## src/inc/bia_pkg.sv

```systemverilog
package bia_pkg;

  // ----------------------------------------------------------------
  // Timing
  // ----------------------------------------------------------------
  localparam int unsigned CLK_HZ = 200_000_000;
  localparam int unsigned ONE_SEC_S = 1;
  localparam int unsigned ONE_SEC_CYC = ONE_SEC_S * CLK_HZ;

  // ----------------------------------------------------------------
  // Processor port geometry
  // ----------------------------------------------------------------
  localparam int ADDR_W = 16;
  localparam int DATA_W = 8;
  localparam int OFS_W = 12;
  localparam int CHAN_W = 4;

  // ----------------------------------------------------------------
  // Per-channel offsets (channel number forms the top nibble)
  // ----------------------------------------------------------------
  localparam logic [11:0] OFS_LOOPBACK_CODE_PENDING = 12'hb0a;
  localparam logic [11:0] OFS_HDLC0 = 12'hb06;
  localparam logic [11:0] OFS_HDLC1 = 12'hb16;
  localparam logic [11:0] OFS_HDLC2 = 12'hb26;
  localparam logic [11:0] OFS_HDLC0_ALT = 12'hb10;
  localparam logic [11:0] OFS_HDLC1_ALT = 12'hb18;
  localparam logic [11:0] OFS_HDLC2_ALT = 12'hb28;
  localparam logic [11:0] OFS_SLIP = 12'hb08;
  localparam logic [11:0] OFS_ALARM0 = 12'hb02;
  localparam logic [11:0] OFS_ALARM1 = 12'hb0e;
  localparam logic [11:0] OFS_ALARM2 = 12'hb40;
  localparam logic [11:0] OFS_FRAMER = 12'hb04;
  localparam logic [11:0] OFS_CLK_CFG = 12'h100;
  localparam logic [11:0] OFS_SUMMARY = 12'hbe0;
  localparam logic [11:0] OFS_IRQ_STAT = 12'hbe1;
  localparam logic [11:0] OFS_IRQ_EN = 12'hbe2;
  localparam logic [11:0] OFS_IRQ_CLR = 12'hbe3;

  // ----------------------------------------------------------------
  // Summary register bit positions
  // ----------------------------------------------------------------
  localparam int SUM_RSVD = 7;
  localparam int SUM_LOOPBACK_CODE_PENDING = 6;
  localparam int SUM_CLKLOSS = 5;
  localparam int SUM_ONE_SECOND_TICK_FLAG = 4;
  localparam int SUM_HDLC = 3;
  localparam int SUM_SLIP = 2;
  localparam int SUM_ALARM = 1;
  localparam int SUM_FRAMER = 0;
  localparam int N_EVT = 7;

  // ----------------------------------------------------------------
  // Internal pending-flag vector layout
  // ----------------------------------------------------------------
  localparam int N_HDLC = 3;
  localparam int N_ALARM = 3;
  localparam int FL_LOOPBACK_CODE_PENDING = 0;
  localparam int FL_CLKLOSS = 1;
  localparam int FL_ONE_SECOND_TICK_FLAG = 2;
  localparam int FL_HDLC = 3;
  localparam int FL_SLIP = 6;
  localparam int FL_ALARM = 7;
  localparam int FL_FRAMER = 10;
  localparam int N_FLAGS = 11;

  // ----------------------------------------------------------------
  // Configuration fields and reset values
  // ----------------------------------------------------------------
  localparam int CFG_CLK_LOSS_EN_BIT = 0;
  localparam logic [7:0] RDATA_RST = 8'h00;
  localparam logic CLK_LOSS_EN_RST = 1'b0;
  localparam logic [6:0] IRQ_EN_RST = 7'h00;

  // Request pulses from the functional blocks of one channel
  typedef struct packed {
    logic loopback_code_pending;
    logic clk_loss;
    logic [2:0] hdlc;
    logic slip;
    logic [2:0] alarm;
    logic framer;
  } bia_src_t;

endpackage

```

## src/design/bia_sticky.sv

```systemverilog
module bia_sticky
  import bia_pkg::*;
#(
  parameter int W = 8
) (
  // Clock and reset
  input wire logic i_clk,
  input wire logic i_arst_n,
  // Flag control
  input wire logic [W-1:0] i_set,
  input wire logic [W-1:0] i_clr,
  // Flags
  output logic [W-1:0] o_flag
);

  typedef struct packed {
    logic [W-1:0] flag;
  } bia_sticky_st_t;

  bia_sticky_st_t st_q;
  bia_sticky_st_t st_d;

  // Set beats clear so an event in the clearing cycle survives
  always_comb begin
    st_d = st_q;
    st_d.flag = (st_q.flag & ~i_clr) | i_set;
  end

  always_ff @(posedge i_clk or negedge i_arst_n) begin
    if (!i_arst_n) begin
      st_q <= '0;
    end else begin
      st_q <= st_d;
    end
  end

  assign o_flag = st_q.flag;

endmodule

```

## src/design/bia_tick_gen.sv

```systemverilog
module bia_tick_gen
  import bia_pkg::*;
#(
  parameter int unsigned PERIOD = ONE_SEC_CYC
) (
  // Clock and reset
  input wire logic i_clk,
  input wire logic i_arst_n,
  // Tick
  output logic o_tick
);

  localparam int CNT_W = (PERIOD > 1) ? $clog2(PERIOD) : 1;
  localparam logic [CNT_W-1:0] CNT_LAST = CNT_W'(PERIOD - 1);

  typedef struct packed {
    logic [CNT_W-1:0] cnt;
    logic tick;
  } bia_tick_st_t;

  bia_tick_st_t st_q;
  bia_tick_st_t st_d;

  always_comb begin
    st_d = st_q;
    st_d.tick = 1'b0;
    if (st_q.cnt == CNT_LAST) begin
      st_d.cnt = '0;
      st_d.tick = 1'b1;
    end else begin
      st_d.cnt = st_q.cnt + CNT_W'(1);
    end
  end

  always_ff @(posedge i_clk or negedge i_arst_n) begin
    if (!i_arst_n) begin
      st_q <= '0;
    end else begin
      st_q <= st_d;
    end
  end

  assign o_tick = st_q.tick;

endmodule

```

## src/design/bia_block_irq_summary.sv

```systemverilog
// Added by the designer: the placing of the registers and the strobed register port.
module bia_block_irq_summary
  import bia_pkg::*;
#(
  parameter logic [CHAN_W-1:0] CHAN_ID = 4'h0,
  parameter int unsigned TICK_CYCLES = ONE_SEC_CYC
) (
  // Clock and reset
  input wire logic I_CLK_SYS,
  input wire logic I_ARST_N,
  // Processor port
  input wire logic [ADDR_W-1:0] I_ADDR,
  input wire logic [DATA_W-1:0] I_WDATA,
  input wire logic I_WR,
  input wire logic I_RD,
  output logic [DATA_W-1:0] O_RDATA,
  // Functional block requests
  input wire bia_src_t I_SRC,
  // Summary and interrupt
  output logic [DATA_W-1:0] O_SUMMARY,
  output logic O_IRQ
);

  // ----------------------------------------------------------------
  // Helpers
  // ----------------------------------------------------------------
  function automatic logic addr_hit(input logic [ADDR_W-1:0] a, input logic [OFS_W-1:0] ofs);
    return a == {CHAN_ID, ofs};
  endfunction

  // Folds the per-source pending flags into the summary byte
  function automatic logic [DATA_W-1:0] fold_summary(input logic [N_FLAGS-1:0] f);
    logic [DATA_W-1:0] s;
    s = '0;
    s[SUM_LOOPBACK_CODE_PENDING] = f[FL_LOOPBACK_CODE_PENDING];
    s[SUM_CLKLOSS] = f[FL_CLKLOSS];
    s[SUM_ONE_SECOND_TICK_FLAG] = f[FL_ONE_SECOND_TICK_FLAG];
    s[SUM_HDLC] = |f[FL_HDLC +: N_HDLC];
    s[SUM_SLIP] = f[FL_SLIP];
    s[SUM_ALARM] = |f[FL_ALARM +: N_ALARM];
    s[SUM_FRAMER] = f[FL_FRAMER];
    s[SUM_RSVD] = 1'b0;
    return s;
  endfunction

  // ----------------------------------------------------------------
  // State
  // ----------------------------------------------------------------
  typedef struct packed {
    logic [DATA_W-1:0] rdata;
    logic [DATA_W-1:0] summary;
    logic clk_loss_en;
    logic [N_EVT-1:0] irq_en;
    logic irq;
  } bia_top_st_t;

  bia_top_st_t st_q;
  bia_top_st_t st_d;

  logic one_sec_tick;
  logic [N_FLAGS-1:0] flag_q;
  logic [N_FLAGS-1:0] flag_set;
  logic [N_FLAGS-1:0] flag_clr;
  logic [N_EVT-1:0] evt_q;
  logic [N_EVT-1:0] evt_set;
  logic [N_EVT-1:0] evt_clr;

  // ----------------------------------------------------------------
  // Address decode
  // ----------------------------------------------------------------
  logic rd_loopback_code_pending;
  logic rd_slip;
  logic rd_framer;
  logic rd_summary;
  logic [N_HDLC-1:0] rd_hdlc;
  logic [N_ALARM-1:0] rd_alarm;
  logic wr_cfg;
  logic wr_irq_en;
  logic wr_irq_clr;

  always_comb begin
    rd_loopback_code_pending = I_RD && addr_hit(I_ADDR, OFS_LOOPBACK_CODE_PENDING);
    rd_slip = I_RD && addr_hit(I_ADDR, OFS_SLIP);
    rd_framer = I_RD && addr_hit(I_ADDR, OFS_FRAMER);
    rd_summary = I_RD && addr_hit(I_ADDR, OFS_SUMMARY);
    // Each controller answers at a primary and a secondary status address
    rd_hdlc[0] = I_RD && (addr_hit(I_ADDR, OFS_HDLC0) || addr_hit(I_ADDR, OFS_HDLC0_ALT));
    rd_hdlc[1] = I_RD && (addr_hit(I_ADDR, OFS_HDLC1) || addr_hit(I_ADDR, OFS_HDLC1_ALT));
    rd_hdlc[2] = I_RD && (addr_hit(I_ADDR, OFS_HDLC2) || addr_hit(I_ADDR, OFS_HDLC2_ALT));
    rd_alarm[0] = I_RD && addr_hit(I_ADDR, OFS_ALARM0);
    rd_alarm[1] = I_RD && addr_hit(I_ADDR, OFS_ALARM1);
    rd_alarm[2] = I_RD && addr_hit(I_ADDR, OFS_ALARM2);
    wr_cfg = I_WR && addr_hit(I_ADDR, OFS_CLK_CFG);
    wr_irq_en = I_WR && addr_hit(I_ADDR, OFS_IRQ_EN);
    wr_irq_clr = I_WR && addr_hit(I_ADDR, OFS_IRQ_CLR);
  end

  // ----------------------------------------------------------------
  // One-second timebase
  // ----------------------------------------------------------------
  bia_tick_gen #(
    .PERIOD(TICK_CYCLES)
  ) u_tick (
    .i_clk(I_CLK_SYS),
    .i_arst_n(I_ARST_N),
    .o_tick(one_sec_tick)
  );

  // ----------------------------------------------------------------
  // Pending flags per source
  // ----------------------------------------------------------------
  always_comb begin
    flag_set = '0;
    flag_clr = '0;
    flag_set[FL_LOOPBACK_CODE_PENDING] = I_SRC.loopback_code_pending;
    flag_clr[FL_LOOPBACK_CODE_PENDING] = rd_loopback_code_pending;
    // Loss events are dropped, and any stale flag wiped, while detection is off
    flag_set[FL_CLKLOSS] = I_SRC.clk_loss && st_q.clk_loss_en;
    flag_clr[FL_CLKLOSS] = rd_summary || !st_q.clk_loss_en;
    flag_set[FL_ONE_SECOND_TICK_FLAG] = one_sec_tick;
    flag_clr[FL_ONE_SECOND_TICK_FLAG] = rd_summary;
    flag_set[FL_HDLC +: N_HDLC] = I_SRC.hdlc;
    flag_clr[FL_HDLC +: N_HDLC] = rd_hdlc;
    flag_set[FL_SLIP] = I_SRC.slip;
    flag_clr[FL_SLIP] = rd_slip;
    flag_set[FL_ALARM +: N_ALARM] = I_SRC.alarm;
    flag_clr[FL_ALARM +: N_ALARM] = rd_alarm;
    flag_set[FL_FRAMER] = I_SRC.framer;
    flag_clr[FL_FRAMER] = rd_framer;
  end

  bia_sticky #(
    .W(N_FLAGS)
  ) u_pending (
    .i_clk(I_CLK_SYS),
    .i_arst_n(I_ARST_N),
    .i_set(flag_set),
    .i_clr(flag_clr),
    .o_flag(flag_q)
  );

  // ----------------------------------------------------------------
  // Interrupt event status
  // ----------------------------------------------------------------
  // Any new request on a summary bit latches its event bit, except clock loss while detection is off
  always_comb begin
    logic [DATA_W-1:0] s;
    s = fold_summary(flag_set);
    evt_set = s[N_EVT-1:0];
    evt_clr = wr_irq_clr ? I_WDATA[N_EVT-1:0] : '0;
  end

  bia_sticky #(
    .W(N_EVT)
  ) u_events (
    .i_clk(I_CLK_SYS),
    .i_arst_n(I_ARST_N),
    .i_set(evt_set),
    .i_clr(evt_clr),
    .o_flag(evt_q)
  );

  // ----------------------------------------------------------------
  // Registers, read data and outputs
  // ----------------------------------------------------------------
  always_comb begin
    st_d = st_q;
    st_d.rdata = '0;
    st_d.summary = fold_summary(flag_q);
    if (wr_cfg) begin
      st_d.clk_loss_en = I_WDATA[CFG_CLK_LOSS_EN_BIT];
    end
    if (wr_irq_en) begin
      st_d.irq_en = I_WDATA[N_EVT-1:0];
    end
    // Summary writes fall through every decode and change nothing
    if (I_RD) begin
      if (addr_hit(I_ADDR, OFS_SUMMARY)) begin
        // Value before this read's clear
        st_d.rdata = fold_summary(flag_q);
      end else if (addr_hit(I_ADDR, OFS_CLK_CFG)) begin
        st_d.rdata[CFG_CLK_LOSS_EN_BIT] = st_q.clk_loss_en;
      end else if (addr_hit(I_ADDR, OFS_IRQ_STAT)) begin
        st_d.rdata[N_EVT-1:0] = evt_q;
      end else if (addr_hit(I_ADDR, OFS_IRQ_EN)) begin
        st_d.rdata[N_EVT-1:0] = st_q.irq_en;
      end else begin
        st_d.rdata = '0;
      end
    end
    st_d.irq = |(evt_q & st_q.irq_en);
  end

  always_ff @(posedge I_CLK_SYS or negedge I_ARST_N) begin
    if (!I_ARST_N) begin
      st_q.rdata <= RDATA_RST;
      st_q.summary <= RDATA_RST;
      st_q.clk_loss_en <= CLK_LOSS_EN_RST;
      st_q.irq_en <= IRQ_EN_RST;
      st_q.irq <= 1'b0;
    end else begin
      st_q <= st_d;
    end
  end

  assign O_RDATA = st_q.rdata;
  assign O_SUMMARY = st_q.summary;
  assign O_IRQ = st_q.irq;

endmodule

```

## config.mk

```make
export PLATFORM = sky130hd
export DESIGN_NAME = bia_block_irq_summary
export DESIGN_NICKNAME = d
export VERILOG_FILES = /design/src/inc/bia_pkg.sv /design/src/design/bia_sticky.sv /design/src/design/bia_tick_gen.sv /design/src/design/bia_block_irq_summary.sv
export SDC_FILE = /design/constraint.sdc
export NUM_CORES = 1
export LEC_CHECK = 0
export BUFFER_PORTS_ARGS = -buffer_cell sky130_fd_sc_hd__buf_2
export CAP_MARGIN = 20
export CORE_AREA = 2 2 122 124
export CTS_CLUSTER_SIZE = 25
export DETAILED_ROUTE_END_ITERATION = 6
export DIE_AREA = 0 0 124 126
export MAX_ROUTING_LAYER = met4
export PLACE_DENSITY = 0.4
export SYNTH_ARGS = -nofsm -noshare
export SYNTH_HDL_FRONTEND = slang
export SYNTH_SLANG_ARGS = --single-unit
```

## constraint.sdc

```tcl
create_clock -name I_CLK_SYS -period 2.1 [get_ports I_CLK_SYS]
set_input_delay 0.21 -clock I_CLK_SYS [delete_from_list [all_inputs] [get_ports I_CLK_SYS]]
set_output_delay 0.21 -clock I_CLK_SYS [all_outputs]
set_load 0.01 [all_outputs]
```

==> Yosys cells after proc, flatten, opt, wreduce, memory -nomap -nowiden <==
Cells that the tools add are included.
{ "classes": {"add_sub_neg": 1, "n_eq_ne": 18, "mux": 9, "n_bitwise": 7, "n_reduce_logical": 24} }
{ "op_table": {"columns": ["op", "n"], "rows": [
  ["$eq A16 B12 Y1 const B", 16],
  ["$mux W7", 5],
  ["$add A28 B1 Y28 const B", 1],
  ["$eq A28 B28 Y1 const B", 1],
  ["$mux W28", 1],
  ["$eq A16 B9 Y1 const B", 1],
  ["$and A7 B7 Y7", 2],
  ["$logic_and A1 B1 Y1", 14],
  ["$reduce_or A3 Y1", 4],
  ["$and A11 B11 Y11", 1],
  ["$not A11 Y11", 1],
  ["$or A11 B11 Y11", 1],
  ["$not A7 Y7", 1],
  ["$or A7 B7 Y7", 1],
  ["$reduce_or A7 Y1", 1],
  ["$mux W6", 1],
  ["$logic_or A1 B1 Y1", 4],
  ["$mux W1", 2],
  ["$logic_not A1 Y1", 1]
]} }
{ "word_totals": {"ff_bits": 71, "inputBits": 38, "out_inout_bits": 17, "elab_cells": 68} }

==> Depth between registers and ports, before layout <==
{ "depth": {"word_depth": 6, "mapped_depth": 6, "depth_no_buf": 5} }

==> Hierarchy <==
Synthesis repeated with hierarchy kept, for this count alone.
{ "unflattened": {"hier_cells": 335, "hier_area_um2": 3532.1} }
{ "by_module_without_submodules": {"columns": ["module", "instances", "cells_each", "area_each_um2"], "rows": [
  ["bia_tick_gen", 1, 145, 1481.4],
  ["bia_block_irq_summary", 1, 136, 1397.6],
  ["bia_sticky (u_pending)", 1, 33, 399.1],
  ["bia_sticky (u_events)", 1, 21, 254.0]
]} }

==> Worst setup path before layout <==
No wires, ideal clock.
{ "synth_timing": {"kind": "input-to-reg", "startpoint": "in I_ADDR[0]", "endpoint": "reg st_q[8] in the netlist's numbering", "t_arrival_ns": 1.791, "required_ns": 1.972, "setup_slack_ns": 0.181, "stages": 5, "path_cell_list": "buf_4 -> or4_4 -> or4_4 -> nor3_2 -> mux2_1"} }
{ "synth_via": {"elab_chain_cells": 2} }
{ "synth_rtl": {"columns": ["item", "line", "rtl"], "rows": [
  ["start: declaration", "bia_block_irq_summary.sv:12", "input wire logic [ADDR_W-1:0] I_ADDR,"],
  ["$eq A16 B9 Y1", "bia_block_irq_summary.sv:28", "return a == {CHAN_ID, ofs};"],
  ["$logic_and A1 B1 Y1", "bia_block_irq_summary.sv:93", "wr_cfg = I_WR && addr_hit(I_ADDR, OFS_CLK_CFG);"],
  ["end signal: assignment", "bia_block_irq_summary.sv:202", "st_q <= st_d;"],
  ["end: declaration", "bia_block_irq_summary.sv:57", "bia_top_st_t st_q;"]
]} }
No other way between the ends.
A chain may end at the register's enable or synchronous reset.

==> summary.md <==
| Metric | Value |
|---|---|
| Nets@finish | 423 |
| Via-per-instance ratio | 4.73 |
| P_int | 0.00257 W |
| WP depth | 5 |
| R2r setup slk | 0.26 ns |
| Final period util | 0.876 |
| Area share of the largest cell type after synthesis | 0.502 |
| CTS tree | built |
| IO Port Bufs | roughly 50 |
| P_sw | just under 0.0007 W |
| Reg2reg end | u_tick.st_q[18]$_DFF_PN0_ |
| Critical path type | flop to flop |
| Final Hold Viols | 0 |
| Asr flop ratio synth | 1.00 |
| Critical Path Sink | u_tick.st_q[18]$_DFF_PN0_ |
| H-tree depth | 3 |
| Pwr Density | 752 mW/mm2 |
| Routed WL | approximately 8.6 mm |
| Critical path launch point type | flop |
| DR WL/cell | 15.1 um |
| DRT antenna net count | 0 |
| Critical Path Fanout Max | 8 |
| Syn Area/Cell | roughly 11 um2 |
| Vias in the first global route | 2,724 |
| Chip Height | ~130 um |
| Data required, critical path | ~2.3 ns |
| Sequential fraction of the synthesis area | 0.502 |
| Most instantiated library cell after synthesis | dfrtp_1 |
| Final setup violating endpoints | 0 |
| Post-synth EDFFs | 0 |
| CTS root buffer | clkbuf_16 |
| Arr. time, crit path | between 2 and 2.5 ns |
| CP Cell Sequence | nor4b_1, nand4_1, nor4_2, buf_4, o22ai_1 |
| Non-Filler Instances | 573 |
| CP endpoint kind | flop |
| Worst r2r src | u_tick.st_q[9]$_DFF_PN0_ |
| Switch share | 0.211 |
| Outcome | finished, final reports clean |
| Global Route Usage Sum | 0.122 |
| Part of the power in combinational logic | 0.043 |
| Post-synthesis cell area | 0.00349 mm2 |
| Top area cells in the synthesized netlist | dfrtp_1 50%, nand3_1 4.3%, buf_4 3.7% |
| Placed cell count | about 560 |
| Clk pwr share | 0.543 |
| Maxcap violations | 0 |
| Peak supply drop | ~490 uV |
| RSZ-0062 raised after global routing | no |
| Flop pwr share | 0.415 |
| Yosys top cell by area | dfrtp_1 |
| Critical path's slowest cell | dfrtp_1 |
| Clock sinks | 70 |
| Largest net degree at the start of global routing | 38 |
| Placer congestion estimate | 0.792 |
| Clock slew at reported path FFs | 0.06 ns |
| Syn Inst Count | 325 |
| Hold_ws | between 0.08 and 0.09 ns |
| Detailed Place HPWL | 6.65 mm |
| P_leak | 1.82 nW |
| CP top delay family | simple AND/OR/NAND/NOR gates |
| Bufs and invs on worst path | 1 |
| Router iterations before antenna repair | 4 |
| Count of cell types in the netlist | 53 |
| FF-to-FF path depth | 5 |
| Layout area overhead | 24.1% |
| Num CTS Buffers | 9 |
| Seq cells post-synth | 70 |
| Setup ws final | 0.261 ns |
| First-pass GRT wire length | 14.1 mm |
| Post-synth top flop | dfrtp_1 |
| Clk_lat worst skew | 0.33 ns |
| Synth cell count leaders | 70 x dfrtp_1, 30 x nand3_1, 17 x buf_4, 13 x a22o_1, 13 x nand2_1 |
| GRT overflow | 0 |
| Via count | 2,712 |
| Hold crit path type | input port to flop |
| Sum Neg Setup Slack | 0 ns |
| Initial core utilization | 0.244 |
| Ant diodes | 0 |
| # IOs | 55 |
| # rows | 44 |
| Core Footprint | about 0.014 mm2 |
| Warnings from Yosys | 0 |
| Final Critical Period | 1.84 ns |
| Initial antenna violation count | 0 |
| Worst setup path startpoint | u_tick.st_q[9]$_DFF_PN0_ |
| DRT iter0 DRCs | 111 |
| CP max stage delay | 0.44 ns |
| Maximum buffer depth of the clock tree | 2 |
| F_max | 544 MHz |
| Die area | 0.0156 mm2 |
| Clk_skew | 0.00353 ns |
| Die width | 124 um |
| Share of layout cells above drive strength 1 | 0.252 |
| Drt drc | 0 |
| Place WS | 0.138 ns |
| Slew Limit Fails | 0 |
## cell type report
type	count	area, um2
timing repair buffer	75	438
tap	184	230
multi-input combinational	221	1530
clock inverter	7	121
inverter	7	26.3
sequential	70	1750
fill	1498	9990
clock buffer	9	225
## cell families (layout without fill, tap and decap cells)
logic type | after synthesis | after routing | share of synthesized area
buffers and inverters | 35 | 98 | 0.0588
flip-flops | 70 | 70 | 0.502
multiplexers | 10 | 10 | 0.0319
AND/OR/NAND/NOR | 129 | 129 | 0.229
AO/OA/AOI/OAI | 65 | 65 | 0.138
XOR/XNOR | 14 | 14 | 0.0352
other | 1 | 2 | 0.00108
adder cells (fa/ha/maj) | 1 | 1 | 0.00359
## worst register-to-register path: stages, from the launching register on
cell	delay (ns)
dfrtp_1	0.44
nor4b_1	0.43
nand4_1	0.17
nor4_2	0.36
buf_4	0.23
o22ai_1	0.09
## registers in the layout (all words and copies together) (netlist names)
name,count
u_events.o_flag,7
st_q,8
u_tick.o_tick,1
O_RDATA,7
O_IRQ,1
O_SUMMARY,7
u_tick.st_q,28
u_pending.o_flag,11
## power groups by stage
stage          combinational [W]  sequential, W  clock (W)
6_report                0.000139        0.00135    0.00177
5_1_grt                 0.000156        0.00135    0.00188
3_5_place_dp            0.000142        0.00137          0
4_1_cts                 0.000144        0.00135    0.00182
2_1_floorplan          0.0000479        0.00137          0
3_3_place_gp            0.000141        0.00137          0
## cells in the final DEF, fill, tap and decap left out, drive strengths merged, types with 8 or more instances in the layout
cell type / instances
a22o: 13
nand2: 13
buf: 74
xnor2: 8
a21oi: 10
inv: 8
a21o: 12
nand4: 11
or3: 8
mux2: 9
nor3: 8
clkbuf: 9
or4: 9
dfrtp: 70
nand3: 30
## what timing repair did
item | in CTS | in global routing
hold endpoints to repair | 70 | 0
setup endpoints to repair | 0 | 0
resized for setup | 0 | 0
hold buffers | 1 | 0
buffers inserted | 0 | 0
## worst min path at each step
stage | startpoint | to | slack [ns] | cells after the start
after global routing | I_SRC[9] | u_events.o_flag[6]$_DFF_PN0_ | 0.08 | 2
after global placement | I_ARST_N | u_tick.st_q[17]$_DFF_PN0_ | 0.31 | 2
after floorplan | I_ARST_N | O_IRQ$_DFF_PN0_ | -0.09 | 0
after CTS | I_SRC[9] | u_events.o_flag[6]$_DFF_PN0_ | 0.07 | 2
final | I_SRC[9] | u_pending.o_flag[0]$_DFF_PN0_ | 0.09 | 2
after detailed placement | I_ARST_N | u_tick.o_tick$_DFF_PN0_ | 0.31 | 2
## routing by layer
layer	share of wire	GRT usage	wire length, um
met1	0.46	0.155	4000
met2	0.48	0.185	4150
met3	0.038	0.0258	327
met4	0.020	0.0555	170
met5	0	-	0
## through the flow
| stage | power, W | cell area [um2] | util |
|---|---|---|---|
| floorplan | 0.00142 | 3490 | - |
| global placement | 0.00151 | 3970 | 0.277 |
| detailed placement | 0.00152 | 3970 | 0.277 |
| CTS | 0.00332 | 4330 | 0.302 |
| global route | 0.00338 | 4330 | 0.302 |
| finish | 0.00325 | 4330 | 0.302 |
(Power assumes the default switching activity.)
